`src/include/mfem_pkg.sv`:
```
package mfem_pkg;

	// Multiframe geometry
	localparam int          MF_PERIOD_MS = 5;
	localparam int          MF_FRAMES    = 20;
	localparam int          FRAME_IDX_W  = 5;
	localparam logic [4:0]  FRAME_FIRST  = 5'h00;
	localparam logic [4:0]  FRAME_LAST   = 5'h13;
	localparam logic [4:0]  FRAME_STEP   = 5'h01;

	// SC1 message codes
	localparam logic [3:0]  SC1_FECV     = 4'he;
	localparam logic [3:0]  SC1_IDLE     = 4'h0;

	// Error counter
	localparam int          ERRCNT_W     = 8;
	localparam logic [7:0]  ERRCNT_ZERO  = 8'h00;
	localparam logic [7:0]  ERRCNT_MAX   = 8'hff;
	localparam logic [7:0]  ERRCNT_STEP  = 8'h01;

	// Control port transfer
	localparam int          XFER_BITS    = 8;
	localparam logic [7:0]  BYTE_ZERO    = 8'h00;
	localparam logic [3:0]  BITCNT_ZERO  = 4'h0;
	localparam logic [3:0]  BITCNT_ONE   = 4'h1;
	localparam logic [3:0]  BITCNT_LAST  = 4'h8;

	// Command opcodes in the upper nibble of a received byte
	localparam logic [3:0]  OP_NOP       = 4'h0;
	localparam logic [3:0]  OP_INT_EN    = 4'h1;
	localparam logic [3:0]  OP_INT_DIS   = 4'h2;
	localparam logic [3:0]  OP_LOAD_HIGH = 4'h3;
	localparam logic [3:0]  OP_LOAD_LOW  = 4'h4;
	localparam logic [3:0]  OP_CNT_CLR   = 4'h5;

	typedef enum logic [3:0] {
		SP_IDLE  = 4'b0001,
		SP_WAIT  = 4'b0010,
		SP_SHIFT = 4'b0100,
		SP_END   = 4'b1000
	} mfem_sp_state_t;

	// One received frame, presented with strobe at the frame's end
	typedef struct packed {
		logic strobe;
		logic mfSync;
		logic qFrame;
		logic codeViol;
		logic dcFault;
		logic sc1Slot;
		logic sBit;
	} mfem_frame_t;

	typedef struct packed {
		logic       mfErr;
		logic       sc1Msg;
		logic       intEn;
		logic       highPend;
		logic [3:0] rxCode;
	} mfem_status_t;

	typedef struct packed {
		logic [3:0] opcode;
		logic [3:0] arg;
	} mfem_cmd_t;

endpackage

```
`src/design/mfem_edge.sv`:
```
`timescale 1ns/100ps
`default_nettype none
module mfem_edge
	import mfem_pkg::*;
#(
	parameter logic IDLE_LEVEL = 1'b1
)
(
	// Clock and reset
	input  wire logic ref_clk,
	input  wire logic rstn,
	input  wire logic ce,
	// Sampled level
	input  wire logic din,
	// Edge pulses
	output logic      rise,
	output logic      fall
);

	logic prev_r;

	always_ff @(posedge ref_clk)
	begin
		if (!rstn)
			prev_r <= IDLE_LEVEL;
		else if (ce)
			prev_r <= din;
	end

	assign rise = ce & din & ~prev_r;
	assign fall = ce & ~din & prev_r;

endmodule
`default_nettype wire

```
`src/design/mfem_serial_port.sv`:
```
`timescale 1ns/100ps
`default_nettype none
module mfem_serial_port
	import mfem_pkg::*;
(
	// Clock and reset
	input  wire logic       ref_clk,
	input  wire logic       rstn,
	input  wire logic       ce,
	// Line events
	input  wire logic       csFall,
	input  wire logic       csRise,
	input  wire logic       sckRise,
	input  wire logic       sckFall,
	input  wire logic       sdiIn,
	// Byte side
	input  wire logic [7:0] txByte,
	output logic [7:0]      rxByte,
	output logic            rxValid,
	// Serial output pin
	output logic            sdo,
	output logic            sdoOe
);

	mfem_sp_state_t state_r;
	logic [7:0]     shTx_r;
	logic [3:0]     bitCnt_r;

	// Either idle level: falls before the first rise are ignored
	always_ff @(posedge ref_clk)
	begin
		if (!rstn)
		begin
			state_r  <= SP_IDLE;
			shTx_r   <= BYTE_ZERO;
			rxByte   <= BYTE_ZERO;
			bitCnt_r <= BITCNT_ZERO;
			rxValid  <= 1'b0;
			sdo      <= 1'b0;
			sdoOe    <= 1'b0;
		end
		else if (ce)
		begin
			rxValid <= 1'b0;
			if (csRise)
			begin
				state_r <= SP_IDLE;
				sdoOe   <= 1'b0;
			end
			else if (csFall)
			begin
				state_r  <= SP_WAIT;
				shTx_r   <= txByte;
				sdo      <= txByte[XFER_BITS-1];
				sdoOe    <= 1'b1;
				bitCnt_r <= BITCNT_ZERO;
			end
			else
			begin
				unique case (state_r)
					SP_IDLE, SP_END: ;
					SP_WAIT, SP_SHIFT:
					begin
						if (sckRise)
						begin
							rxByte   <= {rxByte[XFER_BITS-2:0], sdiIn}; // [RL14]
							bitCnt_r <= bitCnt_r + BITCNT_ONE;
							state_r  <= SP_SHIFT;
							if (bitCnt_r + BITCNT_ONE == BITCNT_LAST) // [RL12] [RL13]
							begin
								rxValid <= 1'b1;
								state_r <= SP_END;
							end
						end
						else if (sckFall && state_r == SP_SHIFT)
						begin
							shTx_r <= {shTx_r[XFER_BITS-2:0], 1'b0};
							sdo    <= shTx_r[XFER_BITS-2]; // [RL14]
						end
					end
				endcase
			end
		end
	end

endmodule
`default_nettype wire

```
`src/design/mfem_monitor.sv`:
```
// Behaviour
// RL1: Flag multiframe holding any line error, both modes
// RL2: Host loads FECV into high SC1 register
// RL3: High message sent once, then low message
// RL4: Network mode: code violations skip Q frames
// RL5: Network mode: DC balance checked all frames
// RL6: Detector always runs, messaging or not
// RL7: Interrupt masked until enable command arrives
// RL8: Terminal mode: single FECV raises message interrupt
// RL9: Terminal mode: violations and balance, all frames
// RL10: Terminal S bits ignore auxiliary framing pulses
// RL11: Terminal host may count multiframe errors
// RL12: Control port: clock idles low format
// RL13: Control port: clock idles high format
// RL14: Output on falling edge, input on rising
`timescale 1ns/100ps
`default_nettype none
module mfem_monitor
	import mfem_pkg::*;
(
	// Clock, reset, clock enable
	input  wire logic         ref_clk,
	input  wire logic         rstn,
	input  wire logic         ce,
	// Mode: high for network termination, low for terminal
	input  wire logic         ntMode,
	// Received frame events from the framer
	input  wire mfem_frame_t  frameIn,
	// Control port pins
	input  wire logic         csn,
	input  wire logic         serialShiftClock,
	input  wire logic         serialInputPin,
	output logic              serialOutputPin,
	output logic              serialOutputPinOe,
	// SC1 channel
	output logic [3:0]        sc1TxCode_r,
	output logic [3:0]        sc1RxCode_r,
	// Flags and interrupt
	output logic              rxMultiframeError_r,
	output logic              sc1MessageReceivedInterrupt_r,
	output logic              intReq_r,
	output logic [7:0]        mfErrCount_r
);

	logic [4:0]   frameIdx_r;
	logic [4:0]   curIdx;
	logic         mfEnd;
	logic         cvHit;
	logic         dcHit;
	logic         mfBadAcc_r;
	logic         mfBad;
	logic [3:0]   rxNib_r;
	logic [3:0]   rxNibNxt;
	logic [3:0]   sc1TxHigh_r;
	logic [3:0]   sc1TxLow_r;
	logic         highPend_r;
	logic         intEn_r;
	logic         snapMfErr_r;
	logic         snapSc1_r;
	logic         csRise;
	logic         csFall;
	logic         sckRise;
	logic         sckFall;
	logic [7:0]   rxByte;
	logic         rxValid;
	mfem_cmd_t    cmd;
	mfem_status_t status;
	logic         cmdLoadHigh;
	logic         cmdLoadLow;
	logic         cmdIntEn;
	logic         cmdIntDis;
	logic         cmdCntClr;
	logic         readDone;

	// Frame position within the multiframe
	always_comb
	begin
		curIdx = frameIdx_r;
		if (frameIn.mfSync)
			curIdx = FRAME_FIRST;
	end

	assign mfEnd = ce & frameIn.strobe & (curIdx == FRAME_LAST);

	always_ff @(posedge ref_clk)
	begin
		if (!rstn)
			frameIdx_r <= FRAME_FIRST;
		else if (ce && frameIn.strobe)
		begin
			if (curIdx == FRAME_LAST)
				frameIdx_r <= FRAME_FIRST;
			else
				frameIdx_r <= curIdx + FRAME_STEP;
		end
	end

	// Error qualification; never gated by message use [RL6]
	always_comb
	begin
		cvHit = ce & frameIn.strobe & frameIn.codeViol;
		if (ntMode && frameIn.qFrame)
			cvHit = 1'b0; // [RL4]
		// Terminal mode keeps every frame [RL9]
		dcHit = ce & frameIn.strobe & frameIn.dcFault; // [RL5] [RL9]
	end

	assign mfBad = mfBadAcc_r | cvHit | dcHit;

	// A resync drops the partial multiframe gathered so far
	always_ff @(posedge ref_clk)
	begin
		if (!rstn)
			mfBadAcc_r <= 1'b0;
		else if (ce)
		begin
			if (mfEnd)
				mfBadAcc_r <= 1'b0;
			else if (frameIn.strobe && frameIn.mfSync)
				mfBadAcc_r <= cvHit | dcHit;
			else if (cvHit || dcHit)
				mfBadAcc_r <= 1'b1;
		end
	end

	// Received S bits: framer slot only, no auxiliary pulse [RL10]
	always_comb
	begin
		rxNibNxt = rxNib_r;
		if (frameIn.strobe && frameIn.sc1Slot && !ntMode)
			rxNibNxt = {rxNib_r[2:0], frameIn.sBit};
	end

	always_ff @(posedge ref_clk)
	begin
		if (!rstn)
		begin
			rxNib_r     <= SC1_IDLE;
			sc1RxCode_r <= SC1_IDLE;
		end
		else if (ce)
		begin
			rxNib_r <= rxNibNxt;
			if (mfEnd && !ntMode)
				sc1RxCode_r <= rxNibNxt;
		end
	end

	// Command decode from the control port
	assign cmd = mfem_cmd_t'(rxByte);

	always_comb
	begin
		cmdLoadHigh = 1'b0;
		cmdLoadLow  = 1'b0;
		cmdIntEn    = 1'b0;
		cmdIntDis   = 1'b0;
		cmdCntClr   = 1'b0;
		if (rxValid)
		begin
			unique case (cmd.opcode)
				OP_NOP:       ;
				OP_INT_EN:    cmdIntEn    = 1'b1;
				OP_INT_DIS:   cmdIntDis   = 1'b1;
				OP_LOAD_HIGH: cmdLoadHigh = 1'b1;
				OP_LOAD_LOW:  cmdLoadLow  = 1'b1;
				OP_CNT_CLR:   cmdCntClr   = 1'b1;
				default:      ;
			endcase
		end
	end

	assign readDone = rxValid;

	// SC1 transmit: high message goes out once per load [RL2] [RL3]
	always_ff @(posedge ref_clk)
	begin
		if (!rstn)
		begin
			sc1TxHigh_r <= SC1_FECV;
			sc1TxLow_r  <= SC1_IDLE;
			highPend_r  <= 1'b0;
			sc1TxCode_r <= SC1_IDLE;
		end
		else if (ce)
		begin
			if (mfEnd)
			begin
				if (highPend_r)
					sc1TxCode_r <= sc1TxHigh_r; // [RL3]
				else
					sc1TxCode_r <= sc1TxLow_r; // [RL3]
			end
			if (cmdLoadHigh)
			begin
				sc1TxHigh_r <= cmd.arg;
				highPend_r  <= 1'b1;
			end
			else if (mfEnd)
				highPend_r  <= 1'b0; // [RL3]
			if (cmdLoadLow)
				sc1TxLow_r  <= cmd.arg;
		end
	end

	// Enable stays low from reset until the enable command [RL7]
	always_ff @(posedge ref_clk)
	begin
		if (!rstn)
			intEn_r <= 1'b0;
		else if (ce)
		begin
			if (cmdIntEn)
				intEn_r <= 1'b1; // [RL7]
			else if (cmdIntDis)
				intEn_r <= 1'b0;
		end
	end

	// Flags: a status read clears what it saw; a new set wins
	always_ff @(posedge ref_clk)
	begin
		if (!rstn)
		begin
			rxMultiframeError_r           <= 1'b0;
			sc1MessageReceivedInterrupt_r <= 1'b0;
		end
		else if (ce)
		begin
			if (mfEnd && mfBad)
				rxMultiframeError_r <= 1'b1; // [RL1]
			else if (readDone && snapMfErr_r)
				rxMultiframeError_r <= 1'b0;
			if (mfEnd && !ntMode && rxNibNxt == SC1_FECV)
				sc1MessageReceivedInterrupt_r <= 1'b1; // [RL8]
			else if (readDone && snapSc1_r)
				sc1MessageReceivedInterrupt_r <= 1'b0;
		end
	end

	// Count of bad multiframes for the host, saturating [RL11]
	always_ff @(posedge ref_clk)
	begin
		if (!rstn)
			mfErrCount_r <= ERRCNT_ZERO;
		else if (ce)
		begin
			if (mfEnd && mfBad && mfErrCount_r != ERRCNT_MAX)
				mfErrCount_r <= mfErrCount_r + ERRCNT_STEP;
			else if (cmdCntClr)
				mfErrCount_r <= ERRCNT_ZERO;
		end
	end

	always_ff @(posedge ref_clk)
	begin
		if (!rstn)
			intReq_r <= 1'b0;
		else if (ce)
			intReq_r <= intEn_r & (rxMultiframeError_r | // [RL1] [RL7]
				sc1MessageReceivedInterrupt_r);
	end

	// Status snapshot taken as chip select falls
	always_comb
	begin
		status.mfErr    = rxMultiframeError_r;
		status.sc1Msg   = sc1MessageReceivedInterrupt_r;
		status.intEn    = intEn_r;
		status.highPend = highPend_r;
		status.rxCode   = sc1RxCode_r;
	end

	always_ff @(posedge ref_clk)
	begin
		if (!rstn)
		begin
			snapMfErr_r <= 1'b0;
			snapSc1_r   <= 1'b0;
		end
		else if (ce && csFall)
		begin
			snapMfErr_r <= rxMultiframeError_r;
			snapSc1_r   <= sc1MessageReceivedInterrupt_r;
		end
	end

	mfem_edge #(
		.IDLE_LEVEL (1'b1)
	) u_csEdge (
		.ref_clk (ref_clk),
		.rstn    (rstn),
		.ce      (ce),
		.din     (csn),
		.rise    (csRise),
		.fall    (csFall)
	);

	// Idle level of the shift clock is taken as low at reset
	mfem_edge #(
		.IDLE_LEVEL (1'b0)
	) u_sckEdge (
		.ref_clk (ref_clk),
		.rstn    (rstn),
		.ce      (ce),
		.din     (serialShiftClock),
		.rise    (sckRise),
		.fall    (sckFall)
	);

	mfem_serial_port u_port (
		.ref_clk (ref_clk),
		.rstn    (rstn),
		.ce      (ce),
		.csFall  (csFall),
		.csRise  (csRise),
		.sckRise (sckRise),
		.sckFall (sckFall),
		.sdiIn   (serialInputPin),
		.txByte  (status),
		.rxByte  (rxByte),
		.rxValid (rxValid),
		.sdo     (serialOutputPin),
		.sdoOe   (serialOutputPinOe)
	);

endmodule
`default_nettype wire

```
`config.mk`:
```
export PLATFORM = sky130hd
export DESIGN_NAME = mfem_monitor
export DESIGN_NICKNAME = d
export VERILOG_FILES = /design/src/include/mfem_pkg.sv /design/src/design/mfem_edge.sv /design/src/design/mfem_serial_port.sv /design/src/design/mfem_monitor.sv
export SDC_FILE = /design/constraint.sdc
export NUM_CORES = 1
export LEC_CHECK = 0
export ABC_AREA = 0
export BUFFER_PORTS_ARGS = -buffer_cell sky130_fd_sc_hd__buf_2
export CORE_MARGIN = 4
export CORE_UTILIZATION = 35
export CTS_BUF_LIST = sky130_fd_sc_hd__clkbuf_4 sky130_fd_sc_hd__clkbuf_8
export DETAILED_ROUTE_END_ITERATION = 10
export PLACE_DENSITY = 0.54
export SETUP_SLACK_MARGIN = 0.4
export SYNTH_ARGS = -nofsm -noshare
export SYNTH_HDL_FRONTEND = slang
export SYNTH_SLANG_ARGS = --single-unit
```
`constraint.sdc`:
```
create_clock -name ref_clk -period 2.02 [get_ports ref_clk]
set_input_delay 0 -clock ref_clk [delete_from_list [all_inputs] [get_ports ref_clk]]
set_output_delay 0 -clock ref_clk [all_outputs]
set_load 0.05 [all_outputs]
```
# After elaboration in Yosys (flattened, before gate mapping)
# Index checks and enable logic that the tools add are counted.
# classes
mux	51
bitwise_logic	23
n_reduce_logical	43
add_sub_neg	3
eq_ne	12
# op_table
operator	n
$mux 4	10
$mux 1	33
$mux 7	4
$reduce_and 2->1	11
$reduce_bool 2->1	9
$mux 8	2
$and 1x1->1	13
$logic_and 1x1->1	13
$eq 4x2->1 const B	3
$eq 4x3->1 const B	3
$mux 5	2
$reduce_and 5->1	2
$reduce_bool 3->1	3
$add 8x1->8 const B	1
$eq 4x4->1 const B	2
$ne 8x8->1 const B	1
$not 1->1	6
$add 5x1->5 const B	1
$eq 5x5->1 const B	1
$add 4x1->4 const B	1
$eq 4x1->1 const B	1
$or 1x1->1	4
$reduce_and 4->1	1
$reduce_and 3->1	1
other kinds (4)	4
# totals
inputBits	14
reg_bits	69
out_inout_bits	21
word_cells	156

# Longest topological paths before layout
# logic_depth
ltp_word	9
depth_mapped	9
mapped_depth_nobuf	7

# By module
# A second synthesis with hierarchy kept.
# unflattened
hier_cells	357
hier_area_um2	3318.2
# modules_own_cells
mod	seq_area_each_um2	cells_each	instances	area_each_um2
mfem_monitor	820.8	222	1	1976.9
mfem_serial_port	520.5	123	1	1242.4
mfem_edge (u_sckEdge)	20.0	6	1	51.3
mfem_edge (u_csEdge)	20.0	6	1	47.5

# Worst setup path before layout
# No wires, ideal clock.
# synth_timing
path_kind	register to register
startpoint	register mfErrCount_r[0]
endpoint	register mfErrCount_r[7]
setup_time_ns	0.064
arrival_ns	1.972
n_path_buf	0
required_ns	1.956
stages_incl_launch_ff	7
setup_slack_ns	-0.015
cell_sequence	dfxtp_1 ha_1 nand3_1 nor3_1 o21ai_0 or3_1 nand3_1
# synth_between
elab_chain_cells	4
elab_cells_between_ends	6
# synth_rtl
element	line	rtl
start, declared	mfem_monitor.sv:42	output logic [7:0] mfErrCount_r
start signal, assigned	mfem_monitor.sv:249	mfErrCount_r <= mfErrCount_r + ERRCNT_STEP;
branches (longest 4 deep; another with $add 8x1->8)	-	
# Several ways; the timed one is not identified.
# A chain may end at the register's enable or synchronous reset.

# Worst setup path after layout
# layout_timing
startpoint	register frameIdx_r[0]
endpoint	register mfErrCount_r[0]
# layout_between
elab_chain_cells	7
elab_cells_between_ends	8
# layout_rtl
element	line	rtl
start, declared	mfem_monitor.sv:45	logic [4:0] frameIdx_r;
start signal, assigned	mfem_monitor.sv:94	frameIdx_r <= curIdx + FRAME_STEP;
$mux 5 (*)	mfem_monitor.sv:79	if (frameIn.mfSync)
$eq 5x5->1 (*)	mfem_monitor.sv:83	assign mfEnd = ce & frameIn.strobe & (curIdx == FRAME_LAST);
$and 1x1->1 (*)	mfem_monitor.sv:83	
$logic_and 1x1->1 (*) (2 in series)	mfem_monitor.sv:248	if (mfEnd && mfBad && mfErrCount_r != ERRCNT_MAX)
$reduce_bool 2->1 (no line)	-	
$reduce_and 2->1 (no line)	-	
# Every way passes the cells marked *; elsewhere a longest branch is shown, timed or not.

==> flow_summary.json <==
{
  "status": "completed",
  "wl_per_cell_um": 13.80,
  "fp.dieArea_sq_um": 10500,
  "dp_hpwl_mm": 5.127,
  "grt_pass1_wl_mm": 12.54,
  "grt_use_total_pct": 15.10,
  "nFillCells": 853,
  "synth_commonest_cells": "69 x dfxtp_1, 49 x nand2_1, 46 x nor2_1",
  "fmax_ghz": 0.5828,
  "via_count": 2811,
  "hold_path.class": "in2reg",
  "r2r_start": "frameIdx_r[0]",
  "fin_cells": 544,
  "synth.area.top_cells": "dfxtp_1 44%, mux2i_1 8.0%, nand2_1 5.9%",
  "synthFlopType": "dfxtp_1",
  "h-tree-depth": 3,
  "synthToLayoutAreaGrowth_pct": 26.84,
  "min_from": "frameIn[2]",
  "arrival_ns": 1.98,
  "hold_violations": 0,
  "power-per-cell-area_nw_per_um2": 683.0,
  "wl_mm": 7.506,
  "ys_async_sr_fraction_pct": 0,
  "start_kind": "register",
  "overflow": 0,
  "cts_sinks": 69,
  "via_per_inst": 5.167,
  "grt_setup_unrepaired": "true",
  "grt_pass1_vias": 2581,
  "core-area_sq_um": 8721,
  "diodes": 0,
  "clkTransAtPathRegs_ns": 0.07,
  "grt_antenna_before_repair": 0,
  "pre_cts_ws_ns": 0.2079,
  "slew_viol_final": 0,
  "fin_crit_sh_pct": 84.95,
  "p_leak_nw": 1.465,
  "yosysSeqAreaShare_pct": 44.23,
  "yosysMostFrequentCell": "dfxtp_1",
  "ys_types": 51,
  "clockBufferDepth": 2,
  "cpPeakStageDelay_ns": 0.46,
  "holdPathEnd": "mfBadAcc_r",
  "crit_fanout": 8,
  "gp_congestion": 0.7754,
  "dp_cells": 514,
  "placed_cell_area_sq_um": 3512,
  "cts_made_buffers": 9,
  "dieHeight_um": 102.5,
  "hold_depth": 3,
  "synth_area_sq_um": 3123,
  "drtPass1Iterations": 4,
  "post-route-util_pct": 45.42,
  "fin_crit_ns": 1.716,
  "drc_errors": 0,
  "start_util_pct": 35.81,
  "synth_top_area_share_pct": 44.23,
  "die_w_um": 102.5,
  "cts-root-buf": "clkbuf_8",
  "path_class": "reg2reg",
  "r2r_setup_slack_ns": 0.30,
  "ys_seq_elements": 69,
  "ant_nets": 0,
  "finalNetCount": 450,
  "tns_ns": 0,
  "pin_count": 35,
  "rr_endpoint": "mfErrCount_r[0]",
  "setup_ws_ns": 0.3041,
  "crit_path_end_kind": "register",
  "syn-num-nets": 394,
  "worst_slew_pin_slew_ns": 0.6237,
  "cts_tree": "yes",
  "ff2ff_path_depth": 7,
  "synth_edf_count": 0,
  "finalInstanceArea_sq_um": 3961,
  "drt-initial-drc-count": 100,
  "grt_max_degree": 26,
  "io_buffers": 34,
  "cap_violations": 0,
  "drive_above_1_share_pct": 25.92,
  "synthCells": 376,
  "insertion_delay_ns": 0.34,
  "synth_largest_area_cell": "dfxtp_1",
  "synth.avg_cell_area_sq_um": 8.306,
  "finalSetupViolCount": 0,
  "cp_slowest_cell": "or4_1",
  "clock_skew_ns": 0.005167,
  "relSlewSlack_pct": 58.16,
  "crit_chain": "nor2b_4, ha_4, and3_4, o311ai_4, buf_6, or4_1, o21ai_1",
  "ys_warn_count": 0,
  "critPathRequiredTime_ns": 2.29,
  "rows": 34,
  "peakVddDrop_mv": 0.3274
}
-- metrics by stage --
step	hold WS [ns]	total power, mW
floorplan	0.1472	1.538
global placement	0.2440	1.600
detailed placement	0.2535	1.602
CTS	0.001418	2.731
global route	0.04584	2.816
finish	0.01779	2.706
-- state kept, by name (all words and copies together), names as in the netlist, 4 cells and up --
name             flops
u_port.bitCnt_r      4
sc1RxCode_r          4
mfErrCount_r         8
u_port.shTx_r        7
sc1TxLow_r           4
sc1TxHigh_r          4
u_port.rxByte        8
rxNib_r              4
sc1TxCode_r          4
frameIdx_r           5
u_port.state_r       4
-- cell families (layout without fill, tap and decap cells) --
kind of cell	after synthesis	in the layout	share of synthesized area, %
compound gates	81	81	15.67
xor+xnor	4	4	1.122
fa+ha+maj	4	4	1.603
buf+inv	25	85	3.285
flops	69	69	44.23
mux	26	26	8.373
simple gates	167	167	25.72
-- placed cells by master, fill, tap and decap left out, types with 3 or more instances in the layout --
master,n
a211oi_2,4
a21oi_1,27
a311oi_1,7
buf_2,34
buf_4,21
clkbuf_8,14
dfxtp_1,57
dfxtp_2,7
dfxtp_4,5
dlygate4sd3_1,4
ha_1,3
inv_1,6
mux2i_1,23
nand2_1,49
nand2b_1,3
nand3_1,29
nor2_1,44
nor2b_1,5
nor3_1,4
nor4_1,4
o21ai_0,21
or3_1,3
-- layout make-up --
class | count | area, sq um | share of cell area, %
Multi-Input combinational cell | 282 | 1775 | 44.82
Sequential cell | 69 | 1409 | 35.57
Timing Repair Buffer | 63 | 415.4 | 10.49
Clock buffer | 15 | 200.2 | 5.054
Tap cell | 108 | 135.1 | 3.411
Inverter | 7 | 26.28 | 0.6633
-- where the power goes --
part	total, mW	leakage [nW]	internal (mW)	switching, mW
combinational	0.199	0.795	0.0758	0.123
sequential	1.39	0.565	1.38	0.0182
clock	1.11	0.105	0.622	0.489
-- critical path, delay by kind of cell, from the launching register on --
kind / cells / cell delay (ns)
adders and majority gates: 1 / 0.15
DFF: 1 / 0.33
AOI/OAI and AO/OA: 2 / 0.18
and+or+nand+nor: 3 / 0.82
buffers and inverters: 1 / 0.16
-- metal layers --
layer | GRT usage [%] | up-vias | wire length [um]
met2 | 24.43 | 52 | 3461
li1 | - | 1447 | -
met5 | 0 | - | 0
met3 | 3.959 | 8 | 355
met4 | 5.146 | 0 | 93
met1 | 19.51 | 1304 | 3595
-- worst max-delay path by stage --
| stage | slack (ns) | startpoint | to | depth (start not counted) |
|---|---|---|---|---|
| 2_1_floorplan | 0.25 | frameIdx_r[2] | sc1MessageReceivedInterrupt_r | 6 |
| 3_3_place_gp | 0.25 | frameIdx_r[2] | mfErrCount_r[2] | 6 |
| 3_5_place_dp | 0.21 | frameIdx_r[2] | mfErrCount_r[2] | 6 |
| 4_1_cts | 0.31 | frameIdx_r[0] | mfErrCount_r[0] | 7 |
| 5_1_grt | 0.23 | frameIdx_r[0] | mfErrCount_r[0] | 7 |
| 6_report | 0.30 | frameIdx_r[0] | mfErrCount_r[0] | 7 |
-- repair_timing --
item	4_1_cts	5_1_grt
pin swaps	4	2
resized for setup	14	19
setup buffers	6	5
hold endpoints to repair	4	0
setup endpoints to repair	12	30
hold buffers	4	0
Power figures use the tool's default switching activity.
